**config.mk**
```make
export PLATFORM = sky130hd
export DESIGN_NAME = frcv_device_flat
export DESIGN_NICKNAME = d
export VERILOG_FILES = /design/src/common/frcv_pkg.sv /design/src/common/frcv_if.sv /design/src/verilog/frcv_device.sv /design/src/verilog/frcv_fifo.sv /design/src/flat_wrapper.sv
export VERILOG_INCLUDE_DIRS = /design/src /design/src/common
export SDC_FILE = /design/constraint.sdc
export NUM_CORES = 1
export LEC_CHECK = 0
export BUFFER_PORTS_ARGS = -buffer_cell sky130_fd_sc_hd__buf_2
export CELL_PAD_IN_SITES_DETAIL_PLACEMENT = 2
export CELL_PAD_IN_SITES_GLOBAL_PLACEMENT = 2
export CORE_ASPECT_RATIO = 0.9
export CORE_MARGIN = 5
export CORE_UTILIZATION = 38
export DETAILED_ROUTE_END_ITERATION = 10
export HOLD_SLACK_MARGIN = 0.1
export PLACE_DENSITY = 0.85
export SYNTH_ARGS = -nofsm -noshare
export SYNTH_HDL_FRONTEND = slang
export SYNTH_SLANG_ARGS = --single-unit
```
**constraint.sdc**
```tcl
create_clock -name clk -period 6.1 [get_ports clk]
set_input_delay 0.915 -clock clk [delete_from_list [all_inputs] [get_ports clk]]
set_output_delay 0.915 -clock clk [all_outputs]
set_load 0.02 [all_outputs]
```
**src/common/frcv_defs.svh**
```systemverilog
// What this block does
// - Host selects channel 1 or 2 only
// - Result word zero ok, else error
// - Count word holds received units, bytes or words
// - Host sets allowable count one or more
// - Received data copied in order from start
// - Excess data dropped, success, count equals allowable
// - Host issues receive as level request only
// - Host issues receive only while read-request set
// - Repeat receive on busy channel ignored
// - Settings during receive fails 7FF0H
// - Host avoids buffered receive on same channel
// - Later of receive and reinit fails 7FF0H
// - Other-protocol command on channel fails 7FF2H
// - Done rises at scan end, falls next
// - Abnormal flag stays low on success
// - Abnormal flag pulses one scan on failure
// - Module error codes at 7000H and above
`ifndef FRCV_DEFS_SVH
`define FRCV_DEFS_SVH
`define FRCV_DATA_W 16
`define FRCV_WORD_W 18
`define FRCV_ADDR_W 4
`define FRCV_FIFO_DEPTH 8
`define FRCV_RES_OK 16'h0000
`define FRCV_ERR_SIMUL 16'h7FF0
`define FRCV_ERR_PROTO 16'h7FF2
`define FRCV_CHAN_NONE 2'h0
`define FRCV_CHAN_ONE 2'h1
`define FRCV_CHAN_TWO 2'h2
`define FRCV_CLK_NS 8
`define FRCV_REINIT_NS 1000
`define FRCV_SCAN_NS 10000
`define FRCV_CNT_W 12
`define FRCV_A_CTRL 8'h00
`define FRCV_A_ALLOW 8'h04
`define FRCV_A_STATUS 8'h08
`define FRCV_A_RESULT 8'h0C
`define FRCV_A_COUNT 8'h10
`define FRCV_A_DEST 2'h1
`define FRCV_CTRL_GO 0
`define FRCV_CTRL_OP_LSB 4
`define FRCV_CTRL_CH_LSB 8
`define FRCV_CTRL_UNIT_LSB 12
`define FRCV_ST_BUSY 0
`define FRCV_ST_DONE 1
`define FRCV_ST_ABN 2
`endif

```
**src/common/frcv_pkg.sv**
```systemverilog
package frcv_pkg;
   typedef enum logic [2:0] {
      receive_op,
      channel_settings_op,
      module_reinit_op,
      buffered_receive_op,
      on_demand_send_op,
      bidir_send_op,
      bidir_receive_op,
      predefined_protocol_op
   } frcv_op_t;
endpackage : frcv_pkg

```
**src/common/frcv_if.sv**
```systemverilog
`timescale 1ns/10ps
`default_nettype none
`include "frcv_defs.svh"
interface frcv_if;
   import frcv_pkg::*;
   logic cmd_valid;
   frcv_op_t cmd_op;
   logic [1:0] cmd_chan;
   logic [`FRCV_DATA_W-1:0] cmd_allow;
   logic [1:0] unit_bytes;
   logic scan_end;
   logic cmd_ack;
   logic [1:0] read_req;
   logic done;
   logic abnormal;
   logic [1:0] done_chan;
   frcv_op_t done_op;
   logic [`FRCV_DATA_W-1:0] result;
   logic [`FRCV_DATA_W-1:0] rx_count;
   logic dest_we;
   logic [`FRCV_ADDR_W-1:0] dest_addr;
   logic [1:0] dest_be;
   logic [`FRCV_DATA_W-1:0] dest_data;
   modport dev (
      input cmd_valid, cmd_op, cmd_chan, cmd_allow, unit_bytes, scan_end,
      output cmd_ack, read_req, done, abnormal, done_chan, done_op, result, rx_count,
      output dest_we, dest_addr, dest_be, dest_data
   );
   modport host (
      output cmd_valid, cmd_op, cmd_chan, cmd_allow, unit_bytes, scan_end,
      input cmd_ack, read_req, done, abnormal, done_chan, done_op, result, rx_count,
      input dest_we, dest_addr, dest_be, dest_data
   );
endinterface : frcv_if
`default_nettype wire

```
**src/verilog/frcv_device.sv**
```systemverilog
// Our own choices: the APB register port and the address map.
`timescale 1ns/10ps
`default_nettype none
`include "frcv_defs.svh"
module frcv_device (
   input wire logic clk, // 125 MHz
   input wire logic rst, // Async, active high
   frcv_if.dev link, // Toward the host
   input wire logic rx_valid, // Received word offered
   output logic rx_ready, // Buffer has room
   input wire logic rx_chan, // 0 channel one, 1 channel two
   input wire logic rx_last, // Last word of message
   input wire logic [`FRCV_DATA_W-1:0] rx_data // Received unit
);
   import frcv_pkg::*;

   localparam int REINIT_CYC = (`FRCV_REINIT_NS + `FRCV_CLK_NS - 1) / `FRCV_CLK_NS;
   localparam int DW = `FRCV_DATA_W;

   logic [`FRCV_WORD_W-1:0] head;
   logic head_valid;
   logic [1:0] active_reg;
   logic [1:0] rpend_reg;
   logic [DW-1:0] allow_reg [2];
   logic [DW-1:0] cnt_reg [2];
   logic [DW-1:0] rres_reg [2];
   logic [DW-1:0] rcnt_reg [2];
   logic cpend_reg;
   logic [DW-1:0] cres_reg;
   frcv_op_t cop_reg;
   logic [1:0] cch_reg;
   logic [7:0] reinit_reg;
   logic reinit_fin_reg;
   logic taken_reg;
   logic ack_reg;
   logic [1:0] read_req_reg;
   logic done_reg;
   logic abn_reg;
   logic [1:0] done_ch_reg;
   frcv_op_t done_op_reg;
   logic [DW-1:0] result_reg;
   logic [DW-1:0] count_reg;
   logic dest_we_reg;
   logic [`FRCV_ADDR_W-1:0] dest_addr_reg;
   logic [1:0] dest_be_reg;
   logic [DW-1:0] dest_data_reg;
   logic [DW-1:0] cmd_res;
   wire head_take;

   // Receive path buffer
   frcv_fifo #(.WIDTH(`FRCV_WORD_W), .DEPTH(`FRCV_FIFO_DEPTH)) u_fifo (
      .clk(clk),
      .rst(rst),
      .s_valid(rx_valid),
      .s_ready(rx_ready),
      .s_data({rx_chan, rx_last, rx_data}),
      .m_valid(head_valid),
      .m_ready(head_take),
      .m_data(head)
   );

   // Head word decode
   wire head_ch = head[`FRCV_WORD_W-1];
   wire head_last = head[DW];
   wire [DW-1:0] head_word = head[DW-1:0];
   wire [1:0] head_oh = {head_ch, !head_ch};
   wire head_bytes = link.unit_bytes[head_ch];
   wire [DW-1:0] cur_cnt = cnt_reg[head_ch];
   assign head_take = head_valid && active_reg[head_ch] && !rpend_reg[head_ch];
   wire store = head_take && (cur_cnt < allow_reg[head_ch]);
   wire fin = head_take && head_last;
   wire [DW-1:0] fin_cnt = cur_cnt + DW'(store);
   wire [1:0] fin_c = {2{fin}} & head_oh;

   // Command decode
   wire cmd_ch = link.cmd_chan == `FRCV_CHAN_TWO;
   wire [1:0] cmd_oh = {cmd_ch, !cmd_ch};
   wire is_rcv = link.cmd_op == receive_op;
   wire is_reinit = link.cmd_op == module_reinit_op;
   wire reinit_busy = reinit_reg != '0;
   wire ch_active = active_reg[cmd_ch];
   wire cmd_new = link.cmd_valid && !taken_reg && !cpend_reg && !rpend_reg[cmd_ch]
                  && (is_rcv || !reinit_busy);
   wire rcv_go = cmd_new && is_rcv && !ch_active;
   wire rcv_fail = rcv_go && reinit_busy;
   wire rcv_start = rcv_go && !reinit_busy;
   wire [1:0] start_c = {2{rcv_start}} & cmd_oh;
   wire [1:0] fail_c = {2{rcv_fail}} & cmd_oh;
   wire other_new = cmd_new && !is_rcv;
   wire reinit_go = other_new && is_reinit && cmd_res == `FRCV_RES_OK;

   always_comb begin
      unique case (link.cmd_op)
         channel_settings_op: cmd_res = ch_active ? `FRCV_ERR_SIMUL : `FRCV_RES_OK;
         module_reinit_op: cmd_res = (|active_reg) ? `FRCV_ERR_SIMUL : `FRCV_RES_OK;
         buffered_receive_op: cmd_res = `FRCV_RES_OK;
         receive_op: cmd_res = `FRCV_RES_OK;
         default: cmd_res = `FRCV_ERR_PROTO;
      endcase
   end

   // Completion reporter selection
   wire pick0 = rpend_reg[0];
   wire pick1 = !pick0 && rpend_reg[1];
   wire pickc = !(|rpend_reg) && cpend_reg;
   wire rep = link.scan_end && !done_reg;
   wire [1:0] rep_c = {2{rep}} & {pick1, pick0};
   wire [DW-1:0] sel_res = pick0 ? rres_reg[0] : (pick1 ? rres_reg[1] : cres_reg);
   wire [DW-1:0] sel_cnt = pick0 ? rcnt_reg[0] : (pick1 ? rcnt_reg[1] : '0);
   wire [1:0] sel_ch = pick0 ? `FRCV_CHAN_ONE : (pick1 ? `FRCV_CHAN_TWO : cch_reg);
   wire [DW-1:0] byte_addr = cur_cnt >> 1;

   genvar c;
   generate
      for (c = 0; c < 2; c++) begin : g_chan
         always_ff @(posedge clk or posedge rst) begin
            if (rst) begin
               active_reg[c] <= 1'b0;
               rpend_reg[c] <= 1'b0;
               allow_reg[c] <= '0;
               cnt_reg[c] <= '0;
               rres_reg[c] <= `FRCV_RES_OK;
               rcnt_reg[c] <= '0;
            end else begin
               if (start_c[c]) begin
                  active_reg[c] <= 1'b1;
                  allow_reg[c] <= link.cmd_allow;
                  cnt_reg[c] <= '0;
               end else if (fin_c[c]) begin
                  active_reg[c] <= 1'b0;
               end else if (store && head_oh[c]) begin
                  cnt_reg[c] <= fin_cnt;
               end
               if (fin_c[c]) begin
                  rpend_reg[c] <= 1'b1;
                  rres_reg[c] <= `FRCV_RES_OK;
                  rcnt_reg[c] <= fin_cnt;
               end else if (fail_c[c]) begin
                  rpend_reg[c] <= 1'b1;
                  rres_reg[c] <= `FRCV_ERR_SIMUL;
                  rcnt_reg[c] <= '0;
               end else if (rep_c[c]) begin
                  rpend_reg[c] <= 1'b0;
               end
            end
         end
      end
   endgenerate

   // Non-receive command slot and reinit timer
   always_ff @(posedge clk or posedge rst) begin
      if (rst) begin
         cpend_reg <= 1'b0;
         cres_reg <= `FRCV_RES_OK;
         cop_reg <= receive_op;
         cch_reg <= `FRCV_CHAN_NONE;
         reinit_reg <= '0;
         reinit_fin_reg <= 1'b0;
      end else begin
         reinit_reg <= reinit_go ? 8'(REINIT_CYC) : (reinit_busy ? reinit_reg - 1'b1 : '0);
         reinit_fin_reg <= reinit_reg == 8'h01;
         if (other_new) begin
            cres_reg <= cmd_res;
            cop_reg <= link.cmd_op;
            cch_reg <= link.cmd_chan;
         end
         if (other_new && !reinit_go) begin
            cpend_reg <= 1'b1;
         end else if (reinit_fin_reg) begin
            cpend_reg <= 1'b1;
         end else if (rep && pickc) begin
            cpend_reg <= 1'b0;
         end
      end
   end

   // Request handshake and read-request status
   always_ff @(posedge clk or posedge rst) begin
      if (rst) begin
         taken_reg <= 1'b0;
         ack_reg <= 1'b0;
         read_req_reg <= '0;
      end else begin
         taken_reg <= link.cmd_valid && (taken_reg || cmd_new);
         ack_reg <= cmd_new;
         read_req_reg <= {2{head_valid}} & head_oh;
      end
   end

   always_ff @(posedge clk or posedge rst) begin
      if (rst) begin
         dest_we_reg <= 1'b0;
         dest_addr_reg <= '0;
         dest_be_reg <= '0;
         dest_data_reg <= '0;
      end else begin
         dest_we_reg <= store;
         dest_addr_reg <= head_bytes ? byte_addr[`FRCV_ADDR_W-1:0] : cur_cnt[`FRCV_ADDR_W-1:0];
         dest_be_reg <= !head_bytes ? 2'h3 : (cur_cnt[0] ? 2'h2 : 2'h1);
         dest_data_reg <= head_bytes ? {head_word[7:0], head_word[7:0]} : head_word;
      end
   end

   always_ff @(posedge clk or posedge rst) begin
      if (rst) begin
         done_reg <= 1'b0;
         abn_reg <= 1'b0;
         done_ch_reg <= `FRCV_CHAN_NONE;
         done_op_reg <= receive_op;
         result_reg <= `FRCV_RES_OK;
         count_reg <= '0;
      end else if (link.scan_end) begin
         if (done_reg) begin
            done_reg <= 1'b0;
            abn_reg <= 1'b0;
         end else if (pick0 || pick1 || pickc) begin
            done_reg <= 1'b1;
            abn_reg <= sel_res != `FRCV_RES_OK;
            done_ch_reg <= sel_ch;
            done_op_reg <= pickc ? cop_reg : receive_op;
            result_reg <= sel_res;
            count_reg <= sel_cnt;
         end
      end
   end

   assign link.cmd_ack = ack_reg;
   assign link.read_req = read_req_reg;
   assign link.done = done_reg;
   assign link.abnormal = abn_reg;
   assign link.done_chan = done_ch_reg;
   assign link.done_op = done_op_reg;
   assign link.result = result_reg;
   assign link.rx_count = count_reg;
   assign link.dest_we = dest_we_reg;
   assign link.dest_addr = dest_addr_reg;
   assign link.dest_be = dest_be_reg;
   assign link.dest_data = dest_data_reg;
endmodule : frcv_device
`default_nettype wire

```
**src/verilog/frcv_fifo.sv**
```systemverilog
`timescale 1ns/10ps
`default_nettype none
module frcv_fifo #(
   parameter int WIDTH = 18,
   parameter int DEPTH = 8
) (
   input wire logic clk, // Clock
   input wire logic rst, // Async reset
   input wire logic s_valid, // Write offer
   output logic s_ready, // Room left
   input wire logic [WIDTH-1:0] s_data, // Write data
   output logic m_valid, // Data present
   input wire logic m_ready, // Read take
   output logic [WIDTH-1:0] m_data // Head data
);
   localparam int AW = $clog2(DEPTH);
   logic [WIDTH-1:0] mem [DEPTH];
   logic [AW-1:0] wr_reg, rd_reg;
   logic [AW:0] cnt_reg, cnt_next;
   logic ready_reg;
   wire push = s_valid && ready_reg;
   wire pop = m_valid && m_ready;
   assign cnt_next = cnt_reg + (AW+1)'(push) - (AW+1)'(pop);
   assign m_valid = cnt_reg != '0;
   assign m_data = mem[rd_reg];
   assign s_ready = ready_reg;
   always_ff @(posedge clk) begin
      if (push) begin
         mem[wr_reg] <= s_data;
      end
   end
   always_ff @(posedge clk or posedge rst) begin
      if (rst) begin
         wr_reg <= '0;
         rd_reg <= '0;
         cnt_reg <= '0;
         ready_reg <= 1'b0;
      end else begin
         wr_reg <= push ? wr_reg + 1'b1 : wr_reg;
         rd_reg <= pop ? rd_reg + 1'b1 : rd_reg;
         cnt_reg <= cnt_next;
         ready_reg <= cnt_next != (AW+1)'(DEPTH);
      end
   end
endmodule : frcv_fifo
`default_nettype wire

```
**src/flat_wrapper.sv**
```systemverilog
// flat-port wrapper written by rule: the top's interface ports become plain ports
module frcv_device_flat import frcv_pkg::*;
  (clk, rst, rx_valid, rx_ready, rx_chan, rx_last, rx_data, link_cmd_valid, link_cmd_op, link_cmd_chan, link_cmd_allow, link_unit_bytes, link_scan_end, link_cmd_ack, link_read_req, link_done, link_abnormal, link_done_chan, link_done_op, link_result, link_rx_count, link_dest_we, link_dest_addr, link_dest_be, link_dest_data);
  frcv_if link_i ();
  input wire logic clk;
  input wire logic rst;
  input wire logic rx_valid;
  output logic rx_ready;
  input wire logic rx_chan;
  input wire logic rx_last;
  input wire logic [`FRCV_DATA_W-1:0] rx_data;
  input wire logic [$bits(link_i.cmd_valid)-1:0] link_cmd_valid;
  input wire logic [$bits(link_i.cmd_op)-1:0] link_cmd_op;
  input wire logic [$bits(link_i.cmd_chan)-1:0] link_cmd_chan;
  input wire logic [$bits(link_i.cmd_allow)-1:0] link_cmd_allow;
  input wire logic [$bits(link_i.unit_bytes)-1:0] link_unit_bytes;
  input wire logic [$bits(link_i.scan_end)-1:0] link_scan_end;
  output wire logic [$bits(link_i.cmd_ack)-1:0] link_cmd_ack;
  output wire logic [$bits(link_i.read_req)-1:0] link_read_req;
  output wire logic [$bits(link_i.done)-1:0] link_done;
  output wire logic [$bits(link_i.abnormal)-1:0] link_abnormal;
  output wire logic [$bits(link_i.done_chan)-1:0] link_done_chan;
  output wire logic [$bits(link_i.done_op)-1:0] link_done_op;
  output wire logic [$bits(link_i.result)-1:0] link_result;
  output wire logic [$bits(link_i.rx_count)-1:0] link_rx_count;
  output wire logic [$bits(link_i.dest_we)-1:0] link_dest_we;
  output wire logic [$bits(link_i.dest_addr)-1:0] link_dest_addr;
  output wire logic [$bits(link_i.dest_be)-1:0] link_dest_be;
  output wire logic [$bits(link_i.dest_data)-1:0] link_dest_data;
  assign link_i.cmd_valid = link_cmd_valid;
  assign link_i.cmd_op = link_cmd_op;
  assign link_i.cmd_chan = link_cmd_chan;
  assign link_i.cmd_allow = link_cmd_allow;
  assign link_i.unit_bytes = link_unit_bytes;
  assign link_i.scan_end = link_scan_end;
  assign link_cmd_ack = link_i.cmd_ack;
  assign link_read_req = link_i.read_req;
  assign link_done = link_i.done;
  assign link_abnormal = link_i.abnormal;
  assign link_done_chan = link_i.done_chan;
  assign link_done_op = link_i.done_op;
  assign link_result = link_i.result;
  assign link_rx_count = link_i.rx_count;
  assign link_dest_we = link_i.dest_we;
  assign link_dest_addr = link_i.dest_addr;
  assign link_dest_be = link_i.dest_be;
  assign link_dest_data = link_i.dest_data;
  frcv_device u_core (.clk(clk), .rst(rst), .link(link_i), .rx_valid(rx_valid), .rx_ready(rx_ready), .rx_chan(rx_chan), .rx_last(rx_last), .rx_data(rx_data));
endmodule
```
==> summary.md, run 1 <==
| Metric | Value |
|---|---|
| Status | `complete, no violations` |
| Gr usage total | `21.3%` |
| XOR/XNOR Fraction of Synth Area | `2.16%` |
| Finished Cell Area | `16500 sq um` |
| Simple-gate share of the synthesized area | `9.16%` |
| RePlAce Congestion | `0.785` |
| Post-DP Area | `15200 sq um` |
| Final period utilization | `95.5%` |
| Antenna violations before repair | `3` |
| Setup Viol. Count Final | `0` |
| Actual slew at the worst max-slew pin | `1300 ps` |
| DRT iter0 DRCs | `712` |
| Layout cells sized above 1 | `25.3%` |
| Rows | `67` |
| WL final | `43.2 mm` |
| Initial core utilization | `38.2%` |
| # IOs | `112` |
| Routed via count | `9225` |
| CP required | `6470 ps` |
| Worst Path Arrival | `6200 ps` |
| 1st-pass router iterations | `5` |
| Slew headroom | `13.1%` |
| Adder-cell share of the synthesized area | `2.44%` |
| Clk buf depth | `3` |
| Gr ovfl total | `0` |
| Largest fanout on the critical path | `58` |
| Top reg by flops | `u_core.u_fifo.mem` |
| H-tree levels | `2` |
| Max reg flops | `144` |
| Global-route wire length before repair | `66.8 mm` |
| Clk_lat worst skew | `530 ps` |
| Placed Cells | `1596` |
| Fillers | `3648` |
| Synth unique cells | `55` |
| Synth Area per Inst | `13.5 sq um` |
| Worst Skew | `18.2 ps` |
| Worst min path class | `reg -> reg` |
| Mux share of post-synthesis cell area | `15.6%` |
| Yosys reg bits | `326` |
| Cells after synthesis | `1046` |
| Post-route setup TNS | `0 ps` |
| Vias in the first global route | `10400` |
| Max-cap violations | `0` |
| LEAKAGE | `6.84 nW` |
| Final Total Pwr | `0.00777 W` |
| Largest family of logic cells by synthesized area | `multiplexers` |
| Final min period | `5830 ps` |
| Reg clk slew, reported paths | `60 ps` |
| Hold Violations, Final | `0` |
| CTS Root Buffer Type | `clkbuf_16` |
| CTS tree | `built` |
| Slew Limit Fails | `0` |
| Crit. End Element | `flop` |
| TritonCTS Buffers | `37` |
| Die Span Y | `193 um` |
| Unrepaired setup endpoints after global routing | `no` |
| Largest net degree at the start of global routing | `124` |
| Die X | `214 um` |
| DR WL/cell | `26.0 um` |
| Core ar. | `37100 sq um` |
| Number of port buffers | `107` |
| Antenna-violating nets left | `0` |
| Synth async-reset ratio | `55.8%` |
| Via/cell ratio | `5.54` |
| Total die area | `41200 sq um` |
| HPWL Detailed | `27.4 mm` |
| Worst VDD drop | `291 uV` |
| Power Dens Cells | `471 nW/um^2` |
| Nets | `1225` |
| Area Overhead vs Synth | `16.4%` |
| Maximum clock frequency | `0.172 GHz` |
| Register area share after synthesis | `62.7%` |
| Setup CP Type | `reg -> reg` |
| # DRC | `0` |
| Non-filler instance count after layout | `1665` |
| Number of flops mapped to enable cells by yosys | `144` |
| Hold buffer count at CTS | `0` |
| Netlist Area Pre-Place | `14200 sq um` |
| Startpoint types | `flop` |
| Compound-cell area share of the yosys netlist | `4.93%` |
| Sinks on Clock Net | `326` |
| Syn. warnings | `0` |
| Synth Flop Type | `dfrtp_1` |
-- critical path, cell delays in order, from the launching register on --
cell and delay, ps:
dfrtp_1 370, buf_4 260, mux4_2 400, mux2i_4 200
buf_12 350, mux2_2 410, ha_1 320, a21oi_1 170
o21ai_0 110, a221oi_1 500, o31ai_4 200, nor2_1 240
ha_1 320, ha_1 300, inv_1 130, nor2_1 400
nand3_1 150, xnor2_1 150, mux2i_1 440, o21ai_0 190
-- through the flow --
| step | hold slack [ps] | setup slack (ps) | utilization [%] |
|---|---|---|---|
| after CTS | 481 | 170 | 44.5 |
| final | 474 | 273 | 44.5 |
| after global routing | 489 | 93.0 | 44.5 |
| after detailed placement | 450 | 623 | 41.1 |
| after floorplan | 423 | 241 | - |
| after global placement | 439 | 888 | 41.1 |
-- cell families after synthesis --
| logic type | count (synthesis) |
|---|---|
| xor gates and xnor gates | 35 |
| muxes | 166 |
| and+or+nand+nor | 279 |
| other | 1 |
| buffers and inverters | 88 |
| AOI/OAI and AO/OA | 124 |
| DFF | 326 |
| adders and majority gates | 27 |
-- per-layer routing --
layer  global-route usage (%)  share of wire, %  vias up
li1                         -                 -     3998
met1                     28.4                43     4847
met2                     34.8                49      287
met3                     3.74               4.9       93
met4                     8.44               3.9        0
met5                        0                 0        -
-- power by group --
part,internal [W],leakage (nW),switching (W)
combinational,0.000895,2.50,0.00152
sequential,0.00279,3.71,0.000280
clock,0.00137,0.623,0.000914
total,0.00506,6.84,0.00271
-- cell usage after synthesis, drive strengths merged (9+ instances only) --
library cell    n  share of area, %
a21oi          36               1.3
mux2i          72               5.3
edfxtp        144                31
nand4           9              0.40
inv            25              0.66
buf            38               1.7
nand3          56               2.0
nand2         118               3.1
nor2           44               1.2
xnor2          21               1.3
nor3           14              0.49
o21ai          66               2.4
xor2           14              0.87
ha             26               2.3
clkbuf         25              0.66
dfrtp         182                32
mux2           58               4.6
mux4           36               5.7
-- placed cells by master, fill, tap and decap left out, drive strengths merged, types with 26 or more instances in the layout --
master,count
nor2,44
ha,26
o21ai,66
buf,127
nand2,118
nand3,56
mux2,58
clkbuf,56
a21oi,36
edfxtp,144
dfrtp,182
mux4,36
mux2i,72
-- final cells by class --
| class | count | area [sq um] | area share [%] |
|---|---|---|---|
| Tap cell | 483 | 604 | 3.67 |
| Inverter | 25 | 101 | 0.615 |
| Clock buffer | 56 | 1140 | 6.91 |
| Multi-Input combinational cell | 635 | 4950 | 30.0 |
| Clock inverter | 11 | 114 | 0.691 |
| Sequential cell | 326 | 8880 | 53.9 |
| Timing Repair Buffer | 127 | 698 | 4.23 |
| Antenna cell | 2 | 5.00 | 0.0304 |
-- timing repair --
action                     CTS  global route
resized for setup            0             1
buffers inserted             0             0
setup endpoints to repair    0             1
-- path summary, 6_finish.rpt --
kind,from,end,cells after the start,slack [ps]
min in group asynchronous,rst,u_core.link.dest_data[4]$_DFF_PP0_,2,540
max in group asynchronous,rst,u_core.allow_reg[29]$_DFFE_PP0P_,3,4100
hold reg to reg,u_core.link.rx_count[8]$_DFFE_PP0P_,u_core.link.rx_count[8]$_DFFE_PP0P_,2,470
setup reg to reg,u_core.u_fifo.rd_reg[2]$_DFFE_PP0P_,u_core.rcnt_reg[14]$_DFFE_PP0P_,19,270
setup / recovery,u_core.u_fifo.rd_reg[2]$_DFFE_PP0P_,u_core.rcnt_reg[14]$_DFFE_PP0P_,19,270
hold / removal,u_core.link.rx_count[8]$_DFFE_PP0P_,u_core.link.rx_count[8]$_DFFE_PP0P_,2,470
Power figures use the tool's default switching activity.
==> run 2: changes to the inputs <==
CELL_PAD_IN_SITES_DETAIL_PLACEMENT = 1   (was 2)
==> summary.md, run 2 (synthesis gave the netlist of run 1 again) <==
| Metric | Value |
|---|---|
| Status | `complete, no violations` |
| Largest net degree at the start of global routing | `124` |
| Resized Gates After CTS | `0` |
| Power Dens Cells | `463 nW/um^2` |
| Global-route wire length before repair | `54.7 mm` |
| Nets | `1224` |
| Largest fanout on the critical path | `58` |
| CP required | `6480 ps` |
| Commonest non-fill, non-tap cell in the layout | `dfrtp_1` |
| Max reg flops | `144` |
| Antenna violations before repair | `4` |
| HPWL Detailed | `21.7 mm` |
| Layout cells sized above 1 | `25.1%` |
| CTS tree | `built` |
| Unrepaired setup endpoints after global routing | `no` |
| WL final | `34.1 mm` |
| Hold buffer count at CTS | `0` |
| Setup Viol. Count Final | `0` |
| Worst VDD drop | `222 uV` |
| Post-CTS setup buffer count | `0` |
| RePlAce Congestion | `0.785` |
| WHS Endpoint | `u_core.cpend_reg$_DFFE_PP0P_` |
| Max-cap violations | `0` |
| Initial core utilization | `38.2%` |
| Worst r2r src | `u_core.u_fifo.rd_reg[0]$_DFFE_PP0P_` |
| Reg clk slew, reported paths | `60 ps` |
| Vias in the first global route | `9328` |
| Post-route setup TNS | `0 ps` |
| Slew headroom | `21.2%` |
| Routed via count | `8745` |
| Fillers | `3843` |
| Slew Limit Fails | `0` |
| Worst Skew | `10.5 ps` |
| Worst min path class | `reg -> reg` |
| Final period utilization | `87.2%` |
| Area Overhead vs Synth | `16.6%` |
| Gr usage total | `16.7%` |
| TritonCTS Buffers | `36` |
| Total die area | `41200 sq um` |
| Actual slew at the worst max-slew pin | `1180 ps` |
| Multi-input gate area | `4940 sq um` |
| Number of port buffers | `107` |
| Clk buf depth | `3` |
| Crit. End Element | `flop` |
| Final min period | `5320 ps` |
| FF+latch area | `8880 sq um` |
| FF-to-FF End | `u_core.rcnt_reg[14]$_DFFE_PP0P_` |
| R2R Setup Slk | `780 ps` |
| Top reg by flops | `u_core.u_fifo.mem` |
| Worst Path Arrival | `5700 ps` |
| DRT iter0 DRCs | `622` |
| Hold path startpoint | `u_core.reinit_fin_reg$_DFF_PP0_` |
| # DRC | `0` |
| Startpoint types | `flop` |
| Antenna-violating nets left | `0` |
| 1st-pass router iterations | `5` |
| Most frequent cells in the layout | `dfrtp_1, edfxtp_1, nand2_1, buf_2, mux2i_1` |
| Setup CP Type | `reg -> reg` |
| # IOs | `112` |
| Via/cell ratio | `5.26` |
| Worst hold stages | `1` |
| R2R depth | `18` |
| LEAKAGE | `6.85 nW` |
| Hold Violations, Final | `0` |
| Maximum clock frequency | `0.188 GHz` |
| Core ar. | `37100 sq um` |
| DR WL/cell | `20.5 um` |
| Rows | `67` |
| Sinks on Clock Net | `326` |
| H-tree levels | `2` |
| Hold_ws | `461 ps` |
| Die X | `214 um` |
| Gr ovfl total | `0` |
| Clk_lat worst skew | `510 ps` |
| Die Span Y | `193 um` |
| CTS Root Buffer Type | `clkbuf_16` |
## run 2: cell type report
class                      instances  area share [%]
sequential                       326            53.7
multi-input combinational        635            29.9
clock buffer                      53            6.52
timing repair buffer             127            4.23
tap                              483            3.66
clock inverter                    11            1.33
inverter                          25           0.613
antenna                            2          0.0303
## run 2: routing by layer
metal  track usage, %  vias to the layer above  routed length (um)
li1                 -                     4001                   -
met1             24.7                     4521               16300
met2             25.8                      181               15600
met3             3.15                       40                1480
met4             3.91                        2                 643
met5                0                        -                  13
## run 2: where the power goes
part / switching (W) / internal (W) / total (W)
clock: 0.000867 / 0.00148 / 0.00235
combinational: 0.00139 / 0.000888 / 0.00228
sequential: 0.000244 / 0.00279 / 0.00303
## run 2: through the flow
stage	power [W]	utilization, %	instances	worst slack (ps)	cell area (sq um)
2_1_floorplan	0.00466	-	1049	241	14200
3_3_place_gp	0.00527	41.1	1596	888	15200
3_5_place_dp	0.00536	41.1	1596	747	15200
4_1_cts	0.00775	44.6	1660	751	16500
5_1_grt	0.00809	44.6	1662	511	16500
6_report	0.00765	44.6	1662	780	16500
## run 2: how the worst max path moves through the flow
stage,startpoint,end,depth (start not counted)
finish,u_core.u_fifo.rd_reg[0]$_DFFE_PP0P_,u_core.rcnt_reg[14]$_DFFE_PP0P_,18
detailed placement,u_core.u_fifo.rd_reg[0]$_DFFE_PP0P_,u_core.rcnt_reg[12]$_DFFE_PP0P_,18
global placement,u_core.u_fifo.rd_reg[0]$_DFFE_PP0P_,u_core.rcnt_reg[14]$_DFFE_PP0P_,18
global route,u_core.u_fifo.rd_reg[0]$_DFFE_PP0P_,u_core.rcnt_reg[14]$_DFFE_PP0P_,18
CTS,u_core.u_fifo.rd_reg[0]$_DFFE_PP0P_,u_core.rcnt_reg[12]$_DFFE_PP0P_,18
floorplan,rst,u_core.active_reg[0]$_DFFE_PP0P_,1
## run 2: critical path: stages (launching register included)
cell      delay [ps]
dfrtp_2          400
mux4_2           550
mux2i_4          200
buf_12           340
mux2_2           380
ha_1             340
a21oi_1          150
o21ai_0          120
a221oi_1         430
o31ai_2          200
nor2_1           190
ha_1             270
ha_1             260
inv_1             90
nor2_1           380
nand3_1          150
xnor2_1          150
mux2i_1          380
o21ai_0          150
